===== config.mk =====
export PLATFORM = sky130hd
export DESIGN_NAME = irl_limiter
export DESIGN_NICKNAME = d
export VERILOG_FILES = /design/src/irl_pkg.sv /design/src/irl_rate_lut.sv /design/src/irl_bucket.sv /design/src/irl_limiter.sv
export SDC_FILE = /design/constraint.sdc
export NUM_CORES = 2
export LEC_CHECK = 0
export BUFFER_PORTS_ARGS = -buffer_cell sky130_fd_sc_hd__buf_2
export CELL_PAD_IN_SITES_DETAIL_PLACEMENT = 0
export CELL_PAD_IN_SITES_GLOBAL_PLACEMENT = 2
export CORE_MARGIN = 5
export CORE_UTILIZATION = 40
export CTS_CLUSTER_SIZE = 20
export DETAILED_ROUTE_END_ITERATION = 16
export PLACE_DENSITY_LB_ADDON = 0.1
export SETUP_SLACK_MARGIN = 0.15
export SYNTH_ARGS = -nofsm -noshare
export SYNTH_HDL_FRONTEND = slang
export SYNTH_SLANG_ARGS = --single-unit

===== constraint.sdc =====
create_clock -name clk_i -period 15.7 [get_ports clk_i]
set_input_delay 1.57 -clock clk_i [delete_from_list [all_inputs] [get_ports clk_i]]
set_output_delay 1.57 -clock clk_i [all_outputs]
set_load 0.02 [all_outputs]

===== src/irl_pkg.sv =====
package irl_pkg;

    // register indices; byte address is four times the index
    localparam logic [4:0] IRL_IDX_CTRL  = 5'h03;
    localparam logic [4:0] IRL_IDX_STAT  = 5'h04;
    localparam logic [4:0] IRL_IDX_PRIO0 = 5'h10;
    localparam logic [4:0] IRL_IDX_PRIO7 = 5'h17;

    // control field positions
    localparam int IRL_CTL_PORT = 6;
    localparam int IRL_CTL_PPS  = 5;
    localparam int IRL_CTL_FC   = 4;
    localparam int IRL_CTL_CLSH = 3;
    localparam int IRL_CTL_CLSL = 2;
    localparam int IRL_CTL_IFG  = 1;
    localparam int IRL_CTL_PRE  = 0;

    localparam logic [6:0] IRL_CTRL_RST = 7'h00;
    localparam logic [6:0] IRL_PRIO_RST = 7'h00;

    // frame classes
    localparam logic [1:0] IRL_CLS_ALL   = 2'h0;
    localparam logic [1:0] IRL_CLS_FLOOD = 2'h1;
    localparam logic [1:0] IRL_CLS_MCAST = 2'h2;

    // per-frame overhead bytes and cost units
    localparam logic [16:0] IRL_IFG_BYTES = 17'h0000c;
    localparam logic [16:0] IRL_PRE_BYTES = 17'h00008;
    localparam int          IRL_CRED_W    = 27;
    localparam logic [IRL_CRED_W-1:0] IRL_PKT_COST = 27'h00003e8;
    localparam logic [IRL_CRED_W-1:0] IRL_MAX_COST = 27'h0020000;

    // refill tick: credit is added once per millisecond
    localparam int IRL_TICK_US = 1000;
    localparam int IRL_CLK_MHZ = 250;
    localparam int IRL_TICK_CYC = IRL_TICK_US * IRL_CLK_MHZ;

    // rates: kbit/s in bit mode, packets/s in packet mode
    localparam int RATE_W = 22;
    localparam logic [RATE_W-1:0] IRL_PPS_10M  = 22'h004b00;
    localparam logic [RATE_W-1:0] IRL_PPS_100M = 22'h02ee00;
    localparam logic [RATE_W-1:0] IRL_PPS_1G   = 22'h1d4c00;
    localparam logic [RATE_W-1:0] IRL_BPS_10M  = 22'h002710;
    localparam logic [RATE_W-1:0] IRL_BPS_100M = 22'h0186a0;
    localparam logic [RATE_W-1:0] IRL_BPS_1G   = 22'h0f4240;
    localparam logic [RATE_W-1:0] IRL_PPS_STEP = 22'h000780;
    localparam logic [RATE_W-1:0] IRL_BPS_STEP = 22'h0003e8;
    localparam logic [RATE_W-1:0] IRL_LOW_PPS  = 22'h000040;
    localparam logic [RATE_W-1:0] IRL_LOW_STEP = 22'h000080;
    localparam logic [RATE_W-1:0] IRL_LOW_BPS  = 22'h000040;
    localparam logic [RATE_W-1:0] IRL_LOW_FAST = 22'h000280;
    localparam logic [RATE_W-1:0] IRL_TEN      = 22'h00000a;
    localparam logic [6:0] IRL_CODE_STEP_MAX = 7'h0a;
    localparam logic [6:0] IRL_CODE_MID_MAX  = 7'h64;
    localparam logic [6:0] IRL_CODE_LOW_MAX  = 7'h73;
    localparam logic [RATE_W-1:0] IRL_LOW_FAST_N = 22'h000003;

    typedef enum logic [1:0] {
        IRL_SPD_10   = 2'b00,
        IRL_SPD_100  = 2'b01,
        IRL_SPD_1000 = 2'b10
    } irl_speed_t;

    typedef struct packed {
        logic [13:0] len;
        logic [2:0]  prio;
        logic        bcast;
        logic        mcast;
        logic        flood;
    } irl_frame_t;

endpackage


===== src/irl_rate_lut.sv =====
module irl_rate_lut import irl_pkg::*; (
    // code and link state
    input  wire logic [6:0]        code_i,
    input  wire irl_speed_t        speed_i,
    input  wire logic              pps_i,
    // credit per tick
    output logic      [RATE_W-1:0] rate_o
);
    logic [RATE_W-1:0] c;
    logic [RATE_W-1:0] n;
    logic [RATE_W-1:0] line;
    logic [RATE_W-1:0] low;
    logic              gig;

    always_comb begin
        c = RATE_W'(code_i);
        n = c - RATE_W'(IRL_CODE_MID_MAX);
        gig = (speed_i != IRL_SPD_10) && (speed_i != IRL_SPD_100);
        case (speed_i)
            IRL_SPD_10:  line = pps_i ? IRL_PPS_10M : IRL_BPS_10M;
            IRL_SPD_100: line = pps_i ? IRL_PPS_100M : IRL_BPS_100M;
            default:     line = pps_i ? IRL_PPS_1G : IRL_BPS_1G;
        endcase
        low = (n == RATE_W'(1)) ? IRL_LOW_PPS : IRL_LOW_STEP * (n - RATE_W'(1));
        rate_o = line;
        if (code_i == 7'h00 || code_i > IRL_CODE_LOW_MAX) begin
            rate_o = line;
        end else if (code_i <= IRL_CODE_STEP_MAX) begin
            if (pps_i) begin
                rate_o = gig ? IRL_PPS_STEP * IRL_TEN * c : IRL_PPS_STEP * c;
            end else begin
                rate_o = IRL_BPS_STEP * c;
            end
        end else if (code_i <= IRL_CODE_MID_MAX) begin
            // packet mode at 10 Mb/s is undefined there; line rate is used
            if (speed_i == IRL_SPD_10) begin
                rate_o = pps_i ? line : IRL_BPS_10M;
            end else if (pps_i) begin
                rate_o = gig ? IRL_PPS_STEP * IRL_TEN * c : IRL_PPS_STEP * c;
            end else begin
                rate_o = gig ? IRL_BPS_STEP * IRL_TEN * c : IRL_BPS_STEP * c;
            end
        end else if (pps_i) begin
            rate_o = gig ? low * IRL_TEN : low;
        end else if (speed_i == IRL_SPD_10) begin
            rate_o = IRL_LOW_BPS * n;
        end else if (gig || n <= IRL_LOW_FAST_N) begin
            rate_o = IRL_LOW_FAST * n;
        end else begin
            rate_o = IRL_LOW_BPS * n;
        end
    end
endmodule


===== src/irl_bucket.sv =====
module irl_bucket import irl_pkg::*; (
    // clock and reset
    input  wire logic                  clk_i,
    input  wire logic                  rst_i,
    // refill
    input  wire logic                  tick_i,
    input  wire logic [RATE_W-1:0]     add_i,
    // debit
    input  wire logic                  take_i,
    input  wire logic                  force_i,
    input  wire logic [IRL_CRED_W-1:0] cost_i,
    // verdict
    output logic                       ok_o
);
    // tracks credit used, so reset means a full bucket
    typedef struct packed {
        logic [IRL_CRED_W-1:0] used;
    } irl_bkt_t;

    irl_bkt_t              r;
    irl_bkt_t              next_r;
    logic [IRL_CRED_W-1:0] cap;
    logic [IRL_CRED_W:0]   sum;

    always_comb begin
        cap = IRL_CRED_W'({add_i, 4'h0}) + IRL_MAX_COST;
        sum = {1'b0, r.used} + {1'b0, cost_i};
        ok_o = sum <= {1'b0, cap};
        next_r = r;
        if (next_r.used > cap) begin
            next_r.used = cap;
        end
        if (tick_i) begin
            next_r.used = (next_r.used > IRL_CRED_W'(add_i)) ? next_r.used - IRL_CRED_W'(add_i) : '0;
        end
        if (take_i) begin
            // an over-limit frame let through under flow control drains the bucket
            next_r.used = ok_o ? sum[IRL_CRED_W-1:0] : (force_i ? cap : next_r.used);
        end
    end

    always_ff @(posedge clk_i) begin
        if (rst_i) begin
            r <= '0;
        end else begin
            r <= next_r;
        end
    end
endmodule


===== src/irl_limiter.sv =====
module irl_limiter import irl_pkg::*; #(
    parameter int TICK_CYCLES = IRL_TICK_CYC
) (
    // clock and reset
    input  wire logic        clk_i,
    input  wire logic        rst_i,
    // wishbone slave
    input  wire logic        wb_cyc_i,
    input  wire logic        wb_stb_i,
    input  wire logic        wb_we_i,
    input  wire logic [7:0]  wb_adr_i,
    input  wire logic [3:0]  wb_sel_i,
    input  wire logic [31:0] wb_dat_i,
    output logic      [31:0] wb_dat_o,
    output logic             wb_ack_o,
    // link state
    input  wire irl_speed_t  speed_i,
    input  wire logic        fc_enable_i,
    // frames from the receive mac
    input  wire logic        frm_valid_i,
    input  wire irl_frame_t  frm_i,
    output logic             frm_done_o,
    output logic             frm_drop_o,
    // flow control request
    output logic             fc_o
);
    localparam int TW = $clog2(TICK_CYCLES + 1);

    if (TICK_CYCLES < 2) begin : g_bad_tick
        $error("TICK_CYCLES must be at least 2");
    end

    typedef struct packed {
        logic [6:0]      ctrl;
        logic [7:0][6:0] pend;
        logic [7:0][6:0] act;
        logic            ack;
        logic [31:0]     rdat;
        logic [TW-1:0]   tcnt;
        logic            tick;
        logic            done;
        logic            drop;
        logic            fc;
    } irl_state_t;

    irl_state_t            r;
    irl_state_t            next_r;

    logic                  req;
    logic                  wr;
    logic [4:0]            idx;
    logic                  mapped;
    logic                  prio_hit;
    logic                  port_mode;
    logic                  pps;
    logic                  fc_allow;
    logic [1:0]            cls;
    logic                  counted;
    logic [2:0]            sel_idx;
    logic [16:0]           bytes;
    logic [IRL_CRED_W-1:0] cost;
    logic [7:0]            ok_v;
    logic                  ok;
    logic                  take;
    logic                  exceed;

    // bus decode; bits above the register window are unmapped
    always_comb begin
        req = wb_cyc_i && wb_stb_i && !r.ack;
        idx = wb_adr_i[6:2];
        mapped = !wb_adr_i[7];
        wr = req && wb_we_i && wb_sel_i[0] && mapped;
        prio_hit = idx[4:3] == IRL_IDX_PRIO0[4:3];
    end

    // frame classification and cost
    always_comb begin
        port_mode = r.ctrl[IRL_CTL_PORT];
        pps = r.ctrl[IRL_CTL_PPS];
        fc_allow = r.ctrl[IRL_CTL_FC] && fc_enable_i;
        cls = r.ctrl[IRL_CTL_CLSH:IRL_CTL_CLSL];
        case (cls)
            IRL_CLS_ALL:   counted = 1'b1;
            IRL_CLS_FLOOD: counted = frm_i.bcast || frm_i.mcast || frm_i.flood;
            IRL_CLS_MCAST: counted = frm_i.bcast || frm_i.mcast;
            default:       counted = frm_i.bcast;
        endcase
        sel_idx = port_mode ? 3'h0 : frm_i.prio;
        bytes = {3'h0, frm_i.len};
        if (r.ctrl[IRL_CTL_IFG]) begin
            bytes = bytes + IRL_IFG_BYTES;
        end
        if (r.ctrl[IRL_CTL_PRE] && !pps) begin
            bytes = bytes + IRL_PRE_BYTES;
        end
        // bit mode: kbit/s per ms equals bits; packet mode: one packet costs 1000 units
        cost = pps ? IRL_PKT_COST : IRL_CRED_W'({bytes, 3'h0});
        ok = ok_v[sel_idx];
        take = frm_valid_i && counted;
        exceed = take && !ok;
    end

    // one bucket per priority; port mode uses only the first
    for (genvar i = 0; i < 8; i++) begin : g_prio
        logic [RATE_W-1:0] rate;

        irl_rate_lut u_lut (
            .code_i  (r.act[i]),
            .speed_i (speed_i),
            .pps_i   (pps),
            .rate_o  (rate)
        );

        irl_bucket u_bkt (
            .clk_i   (clk_i),
            .rst_i   (rst_i),
            .tick_i  (r.tick),
            .add_i   (rate),
            .take_i  (take && (sel_idx == 3'(i))),
            .force_i (fc_allow),
            .cost_i  (cost),
            .ok_o    (ok_v[i])
        );
    end

    always_comb begin
        next_r = r;
        next_r.ack = req;
        // refill tick
        next_r.tick = 1'b0;
        if (r.tcnt == TW'(TICK_CYCLES - 1)) begin
            next_r.tcnt = '0;
            next_r.tick = 1'b1;
        end else begin
            next_r.tcnt = r.tcnt + TW'(1);
        end
        // register writes
        if (wr && idx == IRL_IDX_CTRL) begin
            next_r.ctrl = wb_dat_i[6:0];
        end
        if (wr && prio_hit) begin
            next_r.pend[idx[2:0]] = wb_dat_i[6:0];
            if (idx == IRL_IDX_PRIO7) begin
                next_r.act = next_r.pend;
            end
        end
        // read data; unmapped reads return zero
        next_r.rdat = r.rdat;
        if (req) begin
            next_r.rdat = '0;
            if (mapped && idx == IRL_IDX_CTRL) begin
                next_r.rdat[6:0] = r.ctrl;
            end else if (mapped && idx == IRL_IDX_STAT) begin
                next_r.rdat[1:0] = {r.drop, r.fc};
            end else if (mapped && prio_hit) begin
                next_r.rdat[6:0] = r.pend[idx[2:0]];
            end
        end
        // verdict one cycle after the frame
        next_r.done = frm_valid_i;
        next_r.drop = exceed && !fc_allow;
        // flow control holds until the next refill, and drops at once when disabled
        next_r.fc = fc_allow && (exceed || (r.fc && !r.tick));
    end

    always_ff @(posedge clk_i) begin
        if (rst_i) begin
            r.ctrl <= IRL_CTRL_RST;
            r.pend <= {8{IRL_PRIO_RST}};
            r.act <= {8{IRL_PRIO_RST}};
            r.ack <= 1'b0;
            r.rdat <= '0;
            r.tcnt <= '0;
            r.tick <= 1'b0;
            r.done <= 1'b0;
            r.drop <= 1'b0;
            r.fc <= 1'b0;
        end else begin
            r <= next_r;
        end
    end

    assign wb_ack_o = r.ack;
    assign wb_dat_o = r.rdat;
    assign frm_done_o = r.done;
    assign frm_drop_o = r.drop;
    assign fc_o = r.fc;
endmodule


==> impl.org <==
** Power and ir drop
- Summed over all cells, the static leakage comes to 49.1 nW.
- Of the total power, registers draw a little over a fifth.
- In this run switching power makes up a little over two fifths of total power.
- Total power density per cell area :: 45.8 nW/um^2
- Cell internal power was estimated by the tool at 2.68 mW.
- Proportion of power drawn by combinational gates :: ~45%
- Switching power summed over all nets :: between 2 and 2.5 mW
- The clock network is responsible for about a third of the overall power.
- Maximum vdd drop :: approximately 0.000096 V

** Run status
- The run finished with clean final reports.

** Synthesis
- A synthesized cell averages 7.52 sq um.
- For this run, the number of Yosys warnings is 0.
- Synth Cell Area :: around 96000 sq um
- After synthesis, flip-flops and latches occupy 7.58% of the total area.
- Count of different cell masters after synthesis :: roughly 120
- Area leader, netlist :: sky130_fd_sc_hd__ha_1
- Yosys mapped a number of flops with a built-in enable equal to 0.
- The most used flip-flop cell after synthesis is sky130_fd_sc_hd__dfxtp_1.
- The synthesized design contains around 370 register bits.
- The share of synthesized area in the top cell type comes to 25.0%.
- Of all flip-flops after synthesis, the portion carrying an async set or reset was 0%.
- Yosys attributes the largest share of cell area to sky130_fd_sc_hd__ha_1 25%, sky130_fd_sc_hd__dfxtp_1 7.6%, sky130_fd_sc_hd__fa_1 6.1%, sky130_fd_sc_hd__a21oi_1 5.3%, sky130_fd_sc_hd__nand2_1 4.5%.
- Mapped Cells :: 12.8k

** Cells and area
- In the final layout, the share of cells above drive strength 1 is approximately 5.4%.
- Cell Count, Final, Fillers Out :: 15.9k
- Counting the fill cells in the layout gives ~25k.
- Layout overhead on the synthesized area :: 7.00%
- For this run, the share of the core covered by cells in the final layout is 43.0%.
- The net count of the finished layout is around 15k.

** GRT
- The number of global-route vias before repair was roughly 95k.
- First-pass GRT wire length :: 623000 um
- Number of antenna violations at the first check in global routing :: 33
- Global routing consumed, over all layers together, ~32% of the routing resources.
- After global routing the overflow that remains totals 0.
- Maximum number of pins on one net before global-route repair :: between 150 and 200

** Route
- Remaining antenna violation count :: 0
- Router iterations before antenna repair :: 6
- Routed WL per cell :: between 20 and 30 um
- Via density per instance :: just over 6
- The routed design has roughly 420000 um of wire.
- Total via count after detailed routing :: just under 100k
- In this run, the number of DRC markers left after iteration 0 of detailed routing was about 9k.
- Drc violations :: 0

** Timing
- At the pin with the least slew margin, the transition time is approximately 1.2 ns.
- Final Setup Violations :: 0
- Static timing analysis puts the maximum clock frequency at around 71 MHz.
- Total negative slack for setup checks :: 0 ns
- Fin. max-slew vios :: 0
- The smallest clock period supported by the final layout is computed as about 14 ns.
- Count of final hold-check violations :: 0
- Setup repair after global routing left no endpoint under its margin.
- Final worst-path cycle share :: between 90% and 100%
- Across the routed clock network, the largest skew measured is just under 0.02 ns.
- The worst pin sits at a relative slew slack of 18.9%.

** Clock network
- In this run the number of H-tree levels came out at 2.
- The later pin in the worst-skew pair is clocked with a latency of approximately 0.76 ns.
- Number of hold buffers added after cts :: 0
- The longest clock path from root to sink contains 3 buffers.
- Root cell of the clock tree :: sky130_fd_sc_hd__clkbuf_16
- CTS-repair resized insts :: 0
- Clock transition time at the flip-flop clock pins of the worst setup and hold paths :: 0.06 ns
- TritonCTS built the clock tree.
- For this design, the sink count on the clock tree is 365.
- TritonCTS created 60 clock buffers.
- # Post-CTS Setup Buffers :: 0

** Place
- HPWL Detailed :: around 330000 um
- Routability cong. :: 0.956
- During placement, the flow inserted port buffers numbering 53.
- Cells after DPL :: approximately 16k

** Worst setup path
- Cell mode on critical path :: sky130_fd_sc_hd__o21ai_0
- Data required time at the worst endpoint :: between 15 and 20 ns
- Arrival time worst endpoint :: 14.75 ns
- In this run the worst path has a maximum fanout of 30.
- Max incr delay on CP :: 0.83 ns
- The critical path is of the reg -> reg type.
- Category of the worst setup path launch point :: flop
- Kind of capture point of the worst setup path :: flop
- Slowest-stage cell, CP :: sky130_fd_sc_hd__dfxtp_1

** Floorplanning
- Die extent in x :: 501 um
- Placeable core region :: ~240000 sq um
- The die is around 500 um tall.
- Full die area :: about 250000 sq um
- In this run the core area contains 180 standard-cell rows.
- Pin placement for this block handled approximately 110 I/O pins.
- Initial standard-cell utilization of the core :: about two fifths

** Min path
- Class of the most critical hold timing path :: reg -> reg

** Run
- Across the run, the number of max-cap violations was 0.
placed cells by master (no fill, tap or decap), types with 127 or more instances in the layout:
| cell | n |
|---|---|
| sky130_fd_sc_hd__ha_1 | 1923 |
| sky130_fd_sc_hd__nand2_1 | 1138 |
| sky130_fd_sc_hd__nor2_1 | 1008 |
| sky130_fd_sc_hd__a21oi_1 | 1006 |
| sky130_fd_sc_hd__inv_1 | 954 |
| sky130_fd_sc_hd__o21ai_0 | 809 |
| sky130_fd_sc_hd__xnor2_1 | 451 |
| sky130_fd_sc_hd__dfxtp_1 | 363 |
| sky130_fd_sc_hd__nand3_1 | 307 |
| sky130_fd_sc_hd__fa_1 | 296 |
| sky130_fd_sc_hd__a21o_1 | 277 |
| sky130_fd_sc_hd__xor2_1 | 270 |
| sky130_fd_sc_hd__buf_4 | 247 |
| sky130_fd_sc_hd__nor3_1 | 241 |
| sky130_fd_sc_hd__a211oi_1 | 215 |
| sky130_fd_sc_hd__mux2i_1 | 187 |
| sky130_fd_sc_hd__o21a_1 | 165 |
| sky130_fd_sc_hd__nor2b_1 | 158 |
| sky130_fd_sc_hd__a31oi_1 | 146 |
| sky130_fd_sc_hd__nand2b_1 | 136 |
| sky130_fd_sc_hd__nand4_1 | 130 |
| sky130_fd_sc_hd__o211ai_1 | 129 |
| sky130_fd_sc_hd__and3_1 | 127 |
state kept, by name, indices dropped and copies added, names as in the netlist:
| signal | flops |
|---|---|
| r | 134 |
| frm_drop_o | 1 |
| wb_ack_o | 1 |
| port_mode | 1 |
| frm_done_o | 1 |
| pps | 1 |
| wb_dat_o | 7 |
| fc_o | 1 |
| g_prio.u_bkt.r | 216 |
| cls | 2 |
final cells by class:
| cell class | count | area [sq um] | area share, % |
|---|---|---|---|
| tap | 3185 | 3990 | 3.86 |
| antenna | 20 | 50.0 | 0.0485 |
| clock inverter | 43 | 624 | 0.605 |
| clock buffer | 71 | 1640 | 1.59 |
| inverter | 972 | 3660 | 3.55 |
| multi-input combinational | 10976 | 83600 | 81.1 |
| timing repair buffer | 304 | 2220 | 2.15 |
| sequential | 365 | 7310 | 7.09 |
worst max-delay path: cells and delay by family, from the launching register on:
family | cells | cell delay [ns]
AOI/OAI and AO/OA | 21 | 4.79
DFF | 1 | 0.83
muxes | 1 | 0.42
buffers and inverters | 5 | 1.58
adders and majority gates | 6 | 2.03
and+or+nand+nor | 16 | 4.16
xor gates and xnor gates | 1 | 0.12
power by group through the flow:
| stage | Combinational, mW | Clock, mW | Sequential [mW] |
|---|---|---|---|
| 3_3_place_gp | 2.05 | 0 | 1.04 |
| 5_1_grt | 2.30 | 1.65 | 1.02 |
| 3_5_place_dp | 2.06 | 0 | 1.04 |
| 2_1_floorplan | 1.47 | 0 | 1.02 |
| 6_report | 2.11 | 1.59 | 1.02 |
| 4_1_cts | 2.07 | 1.62 | 1.02 |
synthesized netlist by cell type (all sizes together) (116+ instances only):
cell type,n
xnor2,454
nand2,1143
and3,128
nand3,308
a21o,277
a211oi,217
clkbuf,370
nand4,130
and2,116
nor2b,161
o21a,166
fa,296
mux2i,188
a31oi,150
o211ai,130
inv,966
nor2,1024
o21ai,833
nor3,248
xor2,270
ha,1923
dfxtp,365
nand2b,139
a21oi,1011
buf,157
kinds of logic after synthesis:
group	count (synthesis)	synth area share, %
AO/OA/AOI/OAI	3919	26.9
adder cells (fa/ha/maj)	2223	31.2
AND/OR/NAND/NOR	3844	19.1
buffers and inverters	1499	6.07
other	1	0.00389
XOR/XNOR	729	6.72
flip-flops	365	7.58
multiplexers	228	2.49
worst paths after layout:
| kind | start | endpoint | slack [ns] | cells after the start |
|---|---|---|---|---|
| min | g_prio[4].u_bkt.r[1]$_SDFFE_PP0P_ | g_prio[4].u_bkt.r[1]$_SDFFE_PP0P_ | 0.44 | 2 |
| max reg2reg | r[72]$_SDFFE_PP0P_ | g_prio[2].u_bkt.r[21]$_SDFF_PP0_ | 1.56 | 50 |
| max | r[72]$_SDFFE_PP0P_ | g_prio[2].u_bkt.r[21]$_SDFF_PP0_ | 1.56 | 50 |
| min reg2reg | g_prio[4].u_bkt.r[1]$_SDFFE_PP0P_ | g_prio[4].u_bkt.r[1]$_SDFFE_PP0P_ | 0.44 | 2 |
layer usage:
layer | vias to the layer above | track usage, % | part of all wire (%)
met5 | - | 0 | 0.014
met1 | 47878 | 44.1 | 45
li1 | 46634 | - | -
met3 | 639 | 5.00 | 7.3
met4 | 10 | 11.2 | 4.0
met2 | 3482 | 51.2 | 44
metrics by stage:
step / setup WS (ns) / hold WS [ns] / total power [mW] / cell area (sq um)
3_3_place_gp: 1.80 / 0.428 / 3.09 / 101000
4_1_cts: 1.78 / 0.443 / 4.72 / 103000
3_5_place_dp: 1.86 / 0.434 / 3.10 / 101000
5_1_grt: 0.471 / 0.462 / 4.98 / 103000
2_1_floorplan: 4.13 / 0.418 / 2.49 / 96500
6_report: 1.56 / 0.440 / 4.72 / 103000
Power figures use the tool's default switching activity.
